$ cat config.mk
export PLATFORM = sky130hd
export DESIGN_NAME = camera_command_interpreter
export DESIGN_NICKNAME = d
export VERILOG_FILES = /design/src/cam_cmd_pkg.sv /design/src/byte_stream_if.sv /design/src/camera_command_interpreter.sv /design/src/response_buffer.sv
export SDC_FILE = /design/constraint.sdc
export NUM_CORES = 1
export LEC_CHECK = 0
export ABC_AREA = 1
export BUFFER_PORTS_ARGS = -buffer_cell sky130_fd_sc_hd__buf_2
export CAP_MARGIN = 15
export CORE_MARGIN = 5
export CORE_UTILIZATION = 45
export CTS_BUF_LIST = sky130_fd_sc_hd__clkbuf_8
export DETAILED_ROUTE_END_ITERATION = 10
export PLACE_DENSITY = 0.7
export SYNTH_ARGS = -nofsm -noshare
export SYNTH_HDL_FRONTEND = slang
export SYNTH_SLANG_ARGS = --single-unit
$ cat constraint.sdc
create_clock -name CLK_SYS_I -period 8.3 [get_ports CLK_SYS_I]
set_input_delay 1.66 -clock CLK_SYS_I [delete_from_list [all_inputs] [get_ports CLK_SYS_I]]
set_output_delay 1.66 -clock CLK_SYS_I [all_outputs]
set_load 0.03 [all_outputs]
$ cat src/cam_cmd_pkg.sv
// Constants, codes and states of the camera command interpreter
package cam_cmd_pkg;

  localparam logic [7:0]  FRAME_START      = 8'h40;
  localparam logic [7:0]  FRAME_END        = 8'h0d;
  localparam logic [2:0]  FRAME_LAST_IDX   = 3'h6;
  localparam logic [2:0]  FRAME_PARAM_IDX  = 3'h2;

  localparam logic [7:0]  CMD_EXPOSURE     = 8'h45;
  localparam logic [7:0]  CMD_CAPTURE      = 8'h43;
  localparam logic [7:0]  CMD_DOWNLOAD     = 8'h44;
  localparam logic [7:0]  CMD_REG_READ     = 8'h52;
  localparam logic [7:0]  CMD_REG_WRITE    = 8'h57;
  localparam logic [7:0]  ACK_ERROR        = 8'hff;

  localparam logic [7:0]  ERR_UNKNOWN      = 8'h00;
  localparam logic [7:0]  ERR_UNRECOGNISED = 8'h01;
  localparam logic [7:0]  ERR_PARAMETER    = 8'h02;
  localparam logic [7:0]  ERR_WRONG_MODE   = 8'h03;
  localparam logic [7:0]  ERR_SENSOR       = 8'h04;

  localparam logic [1:0]  MODE_SLEEP       = 2'h0;
  localparam logic [1:0]  MODE_STANDARD    = 2'h1;
  localparam logic [1:0]  MODE_ZOOM        = 2'h2;
  localparam logic [1:0]  MODE_HIGH_DEF    = 2'h3;

  // Exposure in steps of 89.5 us
  localparam logic [15:0] EXPOSURE_RESET   = 16'h02a0;
  localparam logic [15:0] EXPOSURE_MIN     = 16'h0002;
  localparam logic [15:0] EXPOSURE_MAX     = 16'h03c0;
  localparam logic [15:0] EXPOSURE_REG     = 16'h3012;

  localparam logic [7:0]  SLOT_MAX         = 8'h03;
  localparam logic [7:0]  FLAG_MAX         = 8'h01;
  localparam logic [15:0] FULL_LINES       = 16'h01e0;
  localparam logic [15:0] PREVIEW_LINES    = 16'h003c;
  localparam logic [9:0]  FULL_LINE_LEN    = 10'h280;
  localparam logic [9:0]  PREVIEW_LINE_LEN = 10'h050;
  localparam logic [15:0] LEN_FULL         = 16'h0282;
  localparam logic [15:0] LEN_PREVIEW      = 16'h0052;
  localparam logic [15:0] LEN_NONE         = 16'h0000;
  localparam logic [15:0] LEN_CAPTURE      = 16'h0002;
  localparam logic [15:0] LEN_REG_READ     = 16'h0004;
  localparam logic [15:0] LEN_ERROR        = 16'h0003;
  localparam logic [3:0]  DL_FIXED_LEN     = 4'h2;
  localparam logic [3:0]  HEADER_LEN       = 4'h5;

  typedef enum logic [2:0] {
    ST_RX,
    ST_EXEC,
    ST_SENSOR,
    ST_CAPTURE,
    ST_SEND,
    ST_FETCH,
    ST_PIXEL
  } state_e;

endpackage

$ cat src/byte_stream_if.sv
// Byte stream with valid and ready between internal blocks
`timescale 1ns/10ps
interface byte_stream_if;
  logic       valid;
  logic       ready;
  logic [7:0] data;

  modport src (output valid, output data, input ready);
  modport snk (input valid, input data, output ready);
endinterface

$ cat src/camera_command_interpreter.sv
// Command interpreter: frame parsing, execution and response framing
//
// Summary of operation
// - Exposure command 0x45 carries 16-bit steps, high first, valid 2..960.
// - Exposure setting is 672 steps after reset until changed.
// - Exposure setting kept; acknowledged with zero telemetry bytes.
// - Capture 0x43 picks one of four slots; high definition ignores slot.
// - Image is 640x480 or 1280x960 one-byte pixels by current mode.
// - Test flag 0x01 stores a repeating 0-255 pattern, 0x00 real image.
// - Capture acknowledge carries two bytes of exposure used.
// - Download 0x44: slot, preview flag, 16-bit line; one line returned.
// - Download ignores current mode; high definition reads four slots.
// - Preview 0x00 gives 640-byte lines, 0x01 gives 80-byte lines.
// - Lines from zero, any order or repeat; capture accepted in any mode but sleep.
// - Line number bytes lead pixels; length 0x0282 or 0x0052.
// - Register read 0x52 returns address echo then 16-bit data.
// - Sensor exposure register 0x3012 reads 0x02a0 or the set value.
// - Register write 0x57 writes sensor data, acknowledged with none.
// - Errors answer 0xff, length three: command, type, count.
// - Error types: 0 unknown, 1 command, 2 parameter, 3 mode, 4 sensor.
// - Error count is 8 bits of error responses, sensor failures included, wrapping.
// - Response: 0x40, ack, mode, 16-bit length, telemetry, 0x0d.
// - Mode byte: 0 sleep, 1 standard, 2 zoom, 3 high definition.
`timescale 1ns/10ps
module camera_command_interpreter (
  input  wire logic        CLK_SYS_I,
  input  wire logic        RST_N_I,
  input  wire logic        RX_VALID_I,
  input  wire logic [7:0]  RX_DATA_I,
  output logic             RX_READY_O,
  output logic             TX_VALID_O,
  output logic [7:0]       TX_DATA_O,
  input  wire logic        TX_READY_I,
  input  wire logic [1:0]  MODE_I,
  output logic             SENS_REQ_O,
  output logic             SENS_WRITE_O,
  output logic [15:0]      SENS_ADDR_O,
  output logic [15:0]      SENS_WDATA_O,
  input  wire logic [15:0] SENS_RDATA_I,
  input  wire logic        SENS_DONE_I,
  input  wire logic        SENS_ERR_I,
  output logic             CAP_REQ_O,
  output logic [1:0]       CAP_SLOT_O,
  output logic             CAP_HD_O,
  output logic             CAP_TEST_O,
  output logic [15:0]      CAP_EXPOSURE_O,
  input  wire logic        CAP_DONE_I,
  input  wire logic        CAP_ERR_I,
  output logic             MEM_REQ_O,
  output logic [1:0]       MEM_SLOT_O,
  output logic             MEM_PREVIEW_O,
  output logic [8:0]       MEM_LINE_O,
  output logic [9:0]       MEM_COL_O,
  input  wire logic [7:0]  MEM_DATA_I,
  input  wire logic        MEM_ACK_I
);

  cam_cmd_pkg::state_e state_q;
  cam_cmd_pkg::state_e state_d;
  logic [2:0]  rx_idx_q;
  logic [2:0]  rx_idx_d;
  logic [7:0]  cmd_q;
  logic [7:0]  cmd_d;
  logic [7:0]  par_q [4];
  logic [7:0]  par_d [4];
  logic        bad_frame_q;
  logic        bad_frame_d;
  logic [15:0] exposure_q;
  logic [15:0] exposure_d;
  logic [7:0]  err_cnt_q;
  logic [7:0]  err_cnt_d;
  logic [7:0]  ack_q;
  logic [7:0]  ack_d;
  logic [15:0] len_q;
  logic [15:0] len_d;
  logic [7:0]  tlm_q [4];
  logic [7:0]  tlm_d [4];
  logic        is_dl_q;
  logic        is_dl_d;
  logic [3:0]  tx_idx_q;
  logic [3:0]  tx_idx_d;
  logic [9:0]  pix_cnt_q;
  logic [9:0]  pix_cnt_d;
  logic [7:0]  pix_q;
  logic [7:0]  pix_d;
  logic        sens_req_q;
  logic        sens_req_d;
  logic        sens_wr_q;
  logic        sens_wr_d;
  logic        cap_req_q;
  logic        cap_req_d;
  logic        cap_hd_q;
  logic        cap_hd_d;
  logic        mem_req_q;
  logic        mem_req_d;

  logic        start_err;
  logic [7:0]  err_type;
  logic        start_tx;
  logic        push;
  logic [7:0]  push_data;
  logic [3:0]  fixed_len;
  logic [3:0]  tlm_off;
  logic [9:0]  line_len;
  logic [15:0] par_hi;
  logic [15:0] par_lo;
  logic [15:0] line_lim;

  byte_stream_if resp_in ();
  byte_stream_if resp_out ();

  response_buffer u_buffer (
    .clk_i   (CLK_SYS_I),
    .rst_n_i (RST_N_I),
    .in_s    (resp_in),
    .out_s   (resp_out)
  );

  assign resp_in.valid  = push;
  assign resp_in.data   = push_data;
  assign TX_VALID_O     = resp_out.valid;
  assign TX_DATA_O      = resp_out.data;
  assign resp_out.ready = TX_READY_I;

  assign RX_READY_O     = (state_q == cam_cmd_pkg::ST_RX);
  assign SENS_REQ_O     = sens_req_q;
  assign SENS_WRITE_O   = sens_wr_q;
  assign SENS_ADDR_O    = {par_q[0], par_q[1]};
  assign SENS_WDATA_O   = {par_q[2], par_q[3]};
  assign CAP_REQ_O      = cap_req_q;
  assign CAP_SLOT_O     = par_q[0][1:0];
  assign CAP_HD_O       = cap_hd_q;
  assign CAP_TEST_O     = par_q[1][0];
  assign CAP_EXPOSURE_O = exposure_q;
  assign MEM_REQ_O      = mem_req_q;
  assign MEM_SLOT_O     = par_q[0][1:0];
  assign MEM_PREVIEW_O  = par_q[1][0];
  assign MEM_LINE_O     = {par_q[2][0], par_q[3]};
  assign MEM_COL_O      = pix_cnt_q;

  assign par_hi    = {par_q[0], par_q[1]};
  assign par_lo    = {par_q[2], par_q[3]};
  assign line_len  = par_q[1][0] ? cam_cmd_pkg::PREVIEW_LINE_LEN
                                 : cam_cmd_pkg::FULL_LINE_LEN;
  assign line_lim  = par_q[1][0] ? cam_cmd_pkg::PREVIEW_LINES
                                 : cam_cmd_pkg::FULL_LINES;
  assign fixed_len = is_dl_q ? cam_cmd_pkg::DL_FIXED_LEN : len_q[3:0];
  assign tlm_off   = tx_idx_q - cam_cmd_pkg::HEADER_LEN;

  // Response byte selection
  always_comb begin
    unique case (tx_idx_q)
      4'h0:    push_data = cam_cmd_pkg::FRAME_START;
      4'h1:    push_data = ack_q;
      4'h2:    push_data = {6'h00, MODE_I};
      4'h3:    push_data = len_q[15:8];
      4'h4:    push_data = len_q[7:0];
      default: push_data = (tlm_off < fixed_len) ? tlm_q[tlm_off[1:0]]
                                                 : cam_cmd_pkg::FRAME_END;
    endcase
    if (state_q == cam_cmd_pkg::ST_PIXEL) begin
      push_data = pix_q;
    end
  end

  always_comb begin
    state_d     = state_q;
    rx_idx_d    = rx_idx_q;
    cmd_d       = cmd_q;
    par_d       = par_q;
    bad_frame_d = bad_frame_q;
    exposure_d  = exposure_q;
    err_cnt_d   = err_cnt_q;
    ack_d       = ack_q;
    len_d       = len_q;
    tlm_d       = tlm_q;
    is_dl_d     = is_dl_q;
    tx_idx_d    = tx_idx_q;
    pix_cnt_d   = pix_cnt_q;
    pix_d       = pix_q;
    sens_req_d  = sens_req_q;
    sens_wr_d   = sens_wr_q;
    cap_req_d   = cap_req_q;
    cap_hd_d    = cap_hd_q;
    mem_req_d   = mem_req_q;
    start_err   = 1'b0;
    err_type    = cam_cmd_pkg::ERR_UNKNOWN;
    start_tx    = 1'b0;
    push        = 1'b0;
    unique case (state_q)
      cam_cmd_pkg::ST_RX: begin
        if (RX_VALID_I) begin
          rx_idx_d = rx_idx_q + 3'h1;
          if (rx_idx_q == 3'h0) begin
            bad_frame_d = 1'b0;
            if (RX_DATA_I != cam_cmd_pkg::FRAME_START) begin
              rx_idx_d = 3'h0;
            end
          end else if (rx_idx_q == 3'h1) begin
            cmd_d = RX_DATA_I;
          end else if (rx_idx_q == cam_cmd_pkg::FRAME_LAST_IDX) begin
            rx_idx_d    = 3'h0;
            state_d     = cam_cmd_pkg::ST_EXEC;
            bad_frame_d = (RX_DATA_I != cam_cmd_pkg::FRAME_END);
          end else begin
            par_d[2'(rx_idx_q - cam_cmd_pkg::FRAME_PARAM_IDX)] = RX_DATA_I;
          end
        end
      end
      cam_cmd_pkg::ST_EXEC: begin
        ack_d   = cmd_q;
        len_d   = cam_cmd_pkg::LEN_NONE;
        is_dl_d = 1'b0;
        if (bad_frame_q) begin
          start_err = 1'b1;
          err_type  = cam_cmd_pkg::ERR_UNRECOGNISED;
        end else begin
          unique case (cmd_q)
            cam_cmd_pkg::CMD_EXPOSURE: begin
              if (par_hi < cam_cmd_pkg::EXPOSURE_MIN ||
                  par_hi > cam_cmd_pkg::EXPOSURE_MAX) begin
                start_err = 1'b1;
                err_type  = cam_cmd_pkg::ERR_PARAMETER;
              end else if (MODE_I == cam_cmd_pkg::MODE_SLEEP) begin
                exposure_d = par_hi;
                start_tx   = 1'b1;
              end else begin
                par_d[2]   = par_q[0];
                par_d[3]   = par_q[1];
                par_d[0]   = cam_cmd_pkg::EXPOSURE_REG[15:8];
                par_d[1]   = cam_cmd_pkg::EXPOSURE_REG[7:0];
                sens_req_d = 1'b1;
                sens_wr_d  = 1'b1;
                state_d    = cam_cmd_pkg::ST_SENSOR;
              end
            end
            cam_cmd_pkg::CMD_CAPTURE: begin
              if (par_q[1] > cam_cmd_pkg::FLAG_MAX ||
                  (MODE_I != cam_cmd_pkg::MODE_HIGH_DEF &&
                   par_q[0] > cam_cmd_pkg::SLOT_MAX)) begin
                start_err = 1'b1;
                err_type  = cam_cmd_pkg::ERR_PARAMETER;
              end else if (MODE_I == cam_cmd_pkg::MODE_SLEEP) begin
                start_err = 1'b1;
                err_type  = cam_cmd_pkg::ERR_WRONG_MODE;
              end else begin
                cap_req_d = 1'b1;
                cap_hd_d  = (MODE_I == cam_cmd_pkg::MODE_HIGH_DEF);
                state_d   = cam_cmd_pkg::ST_CAPTURE;
              end
            end
            cam_cmd_pkg::CMD_DOWNLOAD: begin
              if (par_q[0] > cam_cmd_pkg::SLOT_MAX ||
                  par_q[1] > cam_cmd_pkg::FLAG_MAX ||
                  par_lo >= line_lim) begin
                start_err = 1'b1;
                err_type  = cam_cmd_pkg::ERR_PARAMETER;
              end else begin
                is_dl_d  = 1'b1;
                len_d    = par_q[1][0] ? cam_cmd_pkg::LEN_PREVIEW
                                       : cam_cmd_pkg::LEN_FULL;
                tlm_d[0] = par_q[2];
                tlm_d[1] = par_q[3];
                start_tx = 1'b1;
              end
            end
            cam_cmd_pkg::CMD_REG_READ,
            cam_cmd_pkg::CMD_REG_WRITE: begin
              if (MODE_I == cam_cmd_pkg::MODE_SLEEP) begin
                start_err = 1'b1;
                err_type  = cam_cmd_pkg::ERR_WRONG_MODE;
              end else begin
                sens_req_d = 1'b1;
                sens_wr_d  = (cmd_q == cam_cmd_pkg::CMD_REG_WRITE);
                state_d    = cam_cmd_pkg::ST_SENSOR;
              end
            end
            default: begin
              start_err = 1'b1;
              err_type  = cam_cmd_pkg::ERR_UNRECOGNISED;
            end
          endcase
        end
      end
      cam_cmd_pkg::ST_SENSOR: begin
        if (SENS_DONE_I) begin
          sens_req_d = 1'b0;
          if (SENS_ERR_I) begin
            start_err = 1'b1;
            err_type  = cam_cmd_pkg::ERR_SENSOR;
          end else begin
            start_tx = 1'b1;
            if (!sens_wr_q) begin
              len_d    = cam_cmd_pkg::LEN_REG_READ;
              tlm_d[0] = par_q[0];
              tlm_d[1] = par_q[1];
              tlm_d[2] = SENS_RDATA_I[15:8];
              tlm_d[3] = SENS_RDATA_I[7:0];
            end else if (par_hi == cam_cmd_pkg::EXPOSURE_REG) begin
              exposure_d = par_lo;
            end
          end
        end
      end
      cam_cmd_pkg::ST_CAPTURE: begin
        if (CAP_DONE_I) begin
          cap_req_d = 1'b0;
          if (CAP_ERR_I) begin
            start_err = 1'b1;
            err_type  = cam_cmd_pkg::ERR_SENSOR;
          end else begin
            len_d    = cam_cmd_pkg::LEN_CAPTURE;
            tlm_d[0] = exposure_q[15:8];
            tlm_d[1] = exposure_q[7:0];
            start_tx = 1'b1;
          end
        end
      end
      cam_cmd_pkg::ST_SEND: begin
        if (tlm_off == fixed_len && is_dl_q && pix_cnt_q != line_len) begin
          mem_req_d = 1'b1;
          state_d   = cam_cmd_pkg::ST_FETCH;
        end else begin
          push = 1'b1;
          if (resp_in.ready) begin
            tx_idx_d = tx_idx_q + 4'h1;
            if (tx_idx_q >= cam_cmd_pkg::HEADER_LEN &&
                tlm_off == fixed_len) begin
              state_d = cam_cmd_pkg::ST_RX;
            end
          end
        end
      end
      cam_cmd_pkg::ST_FETCH: begin
        if (MEM_ACK_I) begin
          mem_req_d = 1'b0;
          pix_d     = MEM_DATA_I;
          state_d   = cam_cmd_pkg::ST_PIXEL;
        end
      end
      cam_cmd_pkg::ST_PIXEL: begin
        push = 1'b1;
        if (resp_in.ready) begin
          pix_cnt_d = pix_cnt_q + 10'h001;
          if (pix_cnt_d == line_len) begin
            state_d = cam_cmd_pkg::ST_SEND;
          end else begin
            mem_req_d = 1'b1;
            state_d   = cam_cmd_pkg::ST_FETCH;
          end
        end
      end
    endcase
    if (start_err) begin
      err_cnt_d = err_cnt_q + 8'h01;
      ack_d     = cam_cmd_pkg::ACK_ERROR;
      len_d     = cam_cmd_pkg::LEN_ERROR;
      tlm_d[0]  = cmd_q;
      tlm_d[1]  = err_type;
      tlm_d[2]  = err_cnt_d;
      is_dl_d   = 1'b0;
      start_tx  = 1'b1;
    end
    if (start_tx) begin
      tx_idx_d  = 4'h0;
      pix_cnt_d = 10'h000;
      state_d   = cam_cmd_pkg::ST_SEND;
    end
  end

  always_ff @(posedge CLK_SYS_I or negedge RST_N_I) begin
    if (!RST_N_I) begin
      state_q     <= cam_cmd_pkg::ST_RX;
      rx_idx_q    <= 3'h0;
      cmd_q       <= 8'h00;
      par_q       <= '{default: 8'h00};
      bad_frame_q <= 1'b0;
      exposure_q  <= cam_cmd_pkg::EXPOSURE_RESET;
      err_cnt_q   <= 8'h00;
      ack_q       <= 8'h00;
      len_q       <= 16'h0000;
      tlm_q       <= '{default: 8'h00};
      is_dl_q     <= 1'b0;
      tx_idx_q    <= 4'h0;
      pix_cnt_q   <= 10'h000;
      pix_q       <= 8'h00;
      sens_req_q  <= 1'b0;
      sens_wr_q   <= 1'b0;
      cap_req_q   <= 1'b0;
      cap_hd_q    <= 1'b0;
      mem_req_q   <= 1'b0;
    end else begin
      state_q     <= state_d;
      rx_idx_q    <= rx_idx_d;
      cmd_q       <= cmd_d;
      par_q       <= par_d;
      bad_frame_q <= bad_frame_d;
      exposure_q  <= exposure_d;
      err_cnt_q   <= err_cnt_d;
      ack_q       <= ack_d;
      len_q       <= len_d;
      tlm_q       <= tlm_d;
      is_dl_q     <= is_dl_d;
      tx_idx_q    <= tx_idx_d;
      pix_cnt_q   <= pix_cnt_d;
      pix_q       <= pix_d;
      sens_req_q  <= sens_req_d;
      sens_wr_q   <= sens_wr_d;
      cap_req_q   <= cap_req_d;
      cap_hd_q    <= cap_hd_d;
      mem_req_q   <= mem_req_d;
    end
  end
endmodule

$ cat src/response_buffer.sv
// Two-entry buffer on the response byte path
`timescale 1ns/10ps
module response_buffer (
  input  wire logic   clk_i,
  input  wire logic   rst_n_i,
  byte_stream_if.snk  in_s,
  byte_stream_if.src  out_s
);

  logic [7:0] mem_q [2];
  logic [7:0] mem_d [2];
  logic       wr_q;
  logic       wr_d;
  logic       rd_q;
  logic       rd_d;
  logic [1:0] cnt_q;
  logic [1:0] cnt_d;
  logic       push;
  logic       pop;

  assign in_s.ready  = (cnt_q != 2'h2);
  assign out_s.valid = (cnt_q != 2'h0);
  assign out_s.data  = mem_q[rd_q];
  assign push        = in_s.valid && in_s.ready;
  assign pop         = out_s.valid && out_s.ready;

  always_comb begin
    mem_d = mem_q;
    wr_d  = wr_q;
    rd_d  = rd_q;
    cnt_d = cnt_q;
    if (push) begin
      mem_d[wr_q] = in_s.data;
      wr_d        = ~wr_q;
    end
    if (pop) begin
      rd_d = ~rd_q;
    end
    if (push && !pop) begin
      cnt_d = cnt_q + 2'h1;
    end else if (pop && !push) begin
      cnt_d = cnt_q - 2'h1;
    end
  end

  always_ff @(posedge clk_i or negedge rst_n_i) begin
    if (!rst_n_i) begin
      mem_q[0] <= 8'h00;
      mem_q[1] <= 8'h00;
      wr_q     <= 1'b0;
      rd_q     <= 1'b0;
      cnt_q    <= 2'h0;
    end else begin
      mem_q <= mem_d;
      wr_q  <= wr_d;
      rd_q  <= rd_d;
      cnt_q <= cnt_d;
    end
  end

endmodule

==> impl_metrics.yaml <==
final_layout:
  area_growth_pct: 11.4
  layout_common_cells: "nand2_1, dfrtp_1, o21ai_0"
  final_common_cell: "nand2_1"
  fill_cells: 2089
  drive_above_1_share_pct: 17.8
  final_core_util_pct: 50.9
  nNetsFinal: 1384
  diodes: 0
  fin_cells: 1608
  design_area_um2: 10700
clock_tree:
  cts_tree: "yes"
  holdBufCountCts: 0
  cts_sinks: 164
  cts_buffer_depth: 2
  cts_max_level: 4
  cts_root_buffer: "clkbuf_8"
  clk_pin_slew_worst_paths_ns: 0.10
  cts_resized: 0
  numCtsBuffers: 17
  post-cts-setup-buffers: 0
  clk_latency_ns: 0.47
setup_path:
  cp_data_arrival_time_ns: 4.73
  r2r_start: "tx_idx_q[0]"
  cp-start-kind: "register"
  r2r_slack_ns: 3.93
  timing.critical_path.buf_inv: 3
  timing.setup.critical_path_class: "reg -> reg"
  cpLargestDelayFamily: "adder cells"
  r2r_end: "u_buffer.cnt_q[1]"
  path_max_fanout: 23
  cp.required_ns: 8.65
  slowest_delay_ns: 0.78
  rr_worst_depth: 15
  crit_path_cell_trace: "clkinv_1, ha_1, clkinv_1, ha_1, nand2_1, nor3_2, nand3_1, nand2_1, nand2_1, nand2_2, inv_1, ha_1, a21oi_1, o21ai_0, xor2_1"
  end_kind: "register"
  slowest_stage: "dfrtp_1"
sta:
  fin_hold_ws_ns: 0.469
  tightest_slew_ns: 1.07
  setup_tns_ns: 0
  slew_headroom_pct: 27.8
  max_freq_mhz: 229
  finalSetupViolCount: 0
  hold_viol_final: 0
  fin_crit_sh_pct: 52.7
  skew_ns: 0.0188
  fin_crit_ns: 4.37
  rsz0062_at_grt: "false"
  drv_slew: 0
  fin_ws_ns: 3.93
logic_synthesis:
  synth_top_area_share_pct: 41.9
  ys_ff_latch: 164
  synthCells: 1227
  syn_nets: 1291
  ys_types: 54
  yosysSeqAreaShare_pct: 42.7
  syn_area_um2: 9610
  synth_warnings: 0
  synthArstFlopShare_pct: 100
  synthTopCellsByArea: "dfrtp_1, nand2_1, o21ai_0"
  synth_edf_count: 0
  yosys.area.top_type: "dfrtp_1"
  ys.flop_type: "dfrtp_1"
  synth.avg_cell_area_um2: 7.83
die:
  num_rows: 53
  dieArea_um2: 24400
  die_x_um: 156
  initial_utilization_pct: 45.7
  core_area_um2: 21000
  ios: 131
  die_y_um: 156
place:
  place_congestion: 0.994
  place_ws_ns: 3.99
  portBuffers: 130
  place_area_um2: 10300
  dp_hpwl_mm: 21.3
  place_inst: 1576
pwr:
  cellLeakagePower_nw: 5.28
  finalPower_mw: 4.49
  power_density_nw_per_um2: 419
  peakVddDrop_uv: 244
grt:
  first_global_vias: 8235
  grt-ovfl-total: 0
  grt_start_max_net_pins: 103
  grtUsageTotal_pct: 23.1
  antenna_found_initial: 0
  grt_pass1_wl_mm: 44.6
routing:
  vias: 8787
  drc: 0
  wl_per_cell_um: 17.4
  drt_iter0_drc: 697
  ant_nets: 0
  avgViaCountPerCell: 5.46
  dr.pass1.iters: 5
  routed_wl_mm: 28.0
run_status:
  run_status: "complete, no violations"
worst_hold_path:
  hold_class: "reg -> reg"
  hold_path_end: "ack_q[6]"
  hold_depth: 2
  min_from: "ack_q[6]"
job:
  maxCapViolations: 0
==> sequential cells by signal, summed over array words and instances, names as in the netlist, 2 cells and up <==
register and flops:
state_q 3, rx_idx_q 3, cmd_q 8, len_q 5, CAP_EXPOSURE_O 16, tlm_q 32, CAP_SLOT_O 2, ack_q 8
SENS_WDATA_O 7, pix_q 8, SENS_ADDR_O 13, err_cnt_q 8, MEM_LINE_O 9, u_buffer.cnt_q 2, MEM_COL_O 10, tx_idx_q 4
u_buffer.mem_q 16
==> how the worst max path moves through the flow <==
stage                           start                end  slack (ns)  cells past startpoint
after CTS                 tx_idx_q[0]  u_buffer.cnt_q[1]        3.96                     15
after global placement      MODE_I[1]         state_q[0]        4.11                     15
after detailed placement  tx_idx_q[0]  u_buffer.cnt_q[1]        3.99                     15
final                     tx_idx_q[0]  u_buffer.cnt_q[1]        3.93                     15
after floorplan           tx_idx_q[0]  u_buffer.cnt_q[1]        4.64                     18
after global routing      tx_idx_q[0]  u_buffer.cnt_q[1]        3.49                     15
==> cell usage after synthesis (5+ instances only) <==
cell	n
a21oi_1	21
a221oi_1	5
a31oi_1	6
buf_2	12
buf_4	18
buf_6	6
clkbuf_1	20
dfrtp_1	161
ha_1	21
inv_1	128
inv_2	10
mux2_2	17
nand2_1	287
nand2_2	8
nand3_1	79
nand3_2	5
nand4_1	36
nor2_1	113
nor2_2	7
nor2_4	8
nor3_1	14
o211ai_1	7
o21ai_0	134
o21ai_1	9
o221ai_1	12
o22ai_1	16
xor2_1	18
==> final cells by class <==
class                   count  area [um2]  area share [%]
flip-flops and latches    164        4110            38.4
multi-input cells         864        4630            43.2
well taps                 275         344            3.21
inverters                 141         529            4.94
clock inverters            15         191            1.79
clock buffers              17         234            2.19
repair buffers            132         672            6.27
==> worst register-to-register path: cells and delay by family, from the launching register on <==
kind / cells / cell delay (ns)
DFF: 1 / 0.78
buffers and inverters: 3 / 0.95
adders and majority gates: 3 / 1.32
and+or+nand+nor: 6 / 0.81
xor gates and xnor gates: 1 / 0.15
AOI/OAI and AO/OA: 2 / 0.23
==> kinds of logic (layout without fill, tap and decap cells) <==
family                     count (synthesis)  after routing  synth area share (%)
AOI/OAI and AO/OA                        230            230                  14.3
xor gates and xnor gates                  21             21                  1.91
adders and majority gates                 21             21                  2.73
buffers and inverters                    199            305                  9.10
DFF                                      164            164                  42.7
muxes                                     20             20                  2.34
and+or+nand+nor                          572            572                  26.9
==> power breakdown <==
part	leakage, nW	switching (mW)	internal, mW
logic	3.05	1.65	0.723
clock network	0.213	0.340	0.282
registers	2.02	0.347	1.14
total	5.28	2.34	2.15
==> metal layers <==
layer	up-vias	track usage (%)	wire length (um)
li1	4260	-	-
met3	49	4.77	2140
met1	4128	32.9	12400
met4	0	8.76	914
met2	350	34.8	12500
met5	-	0	0
Note: power is estimated with default switching activity, not from simulation.
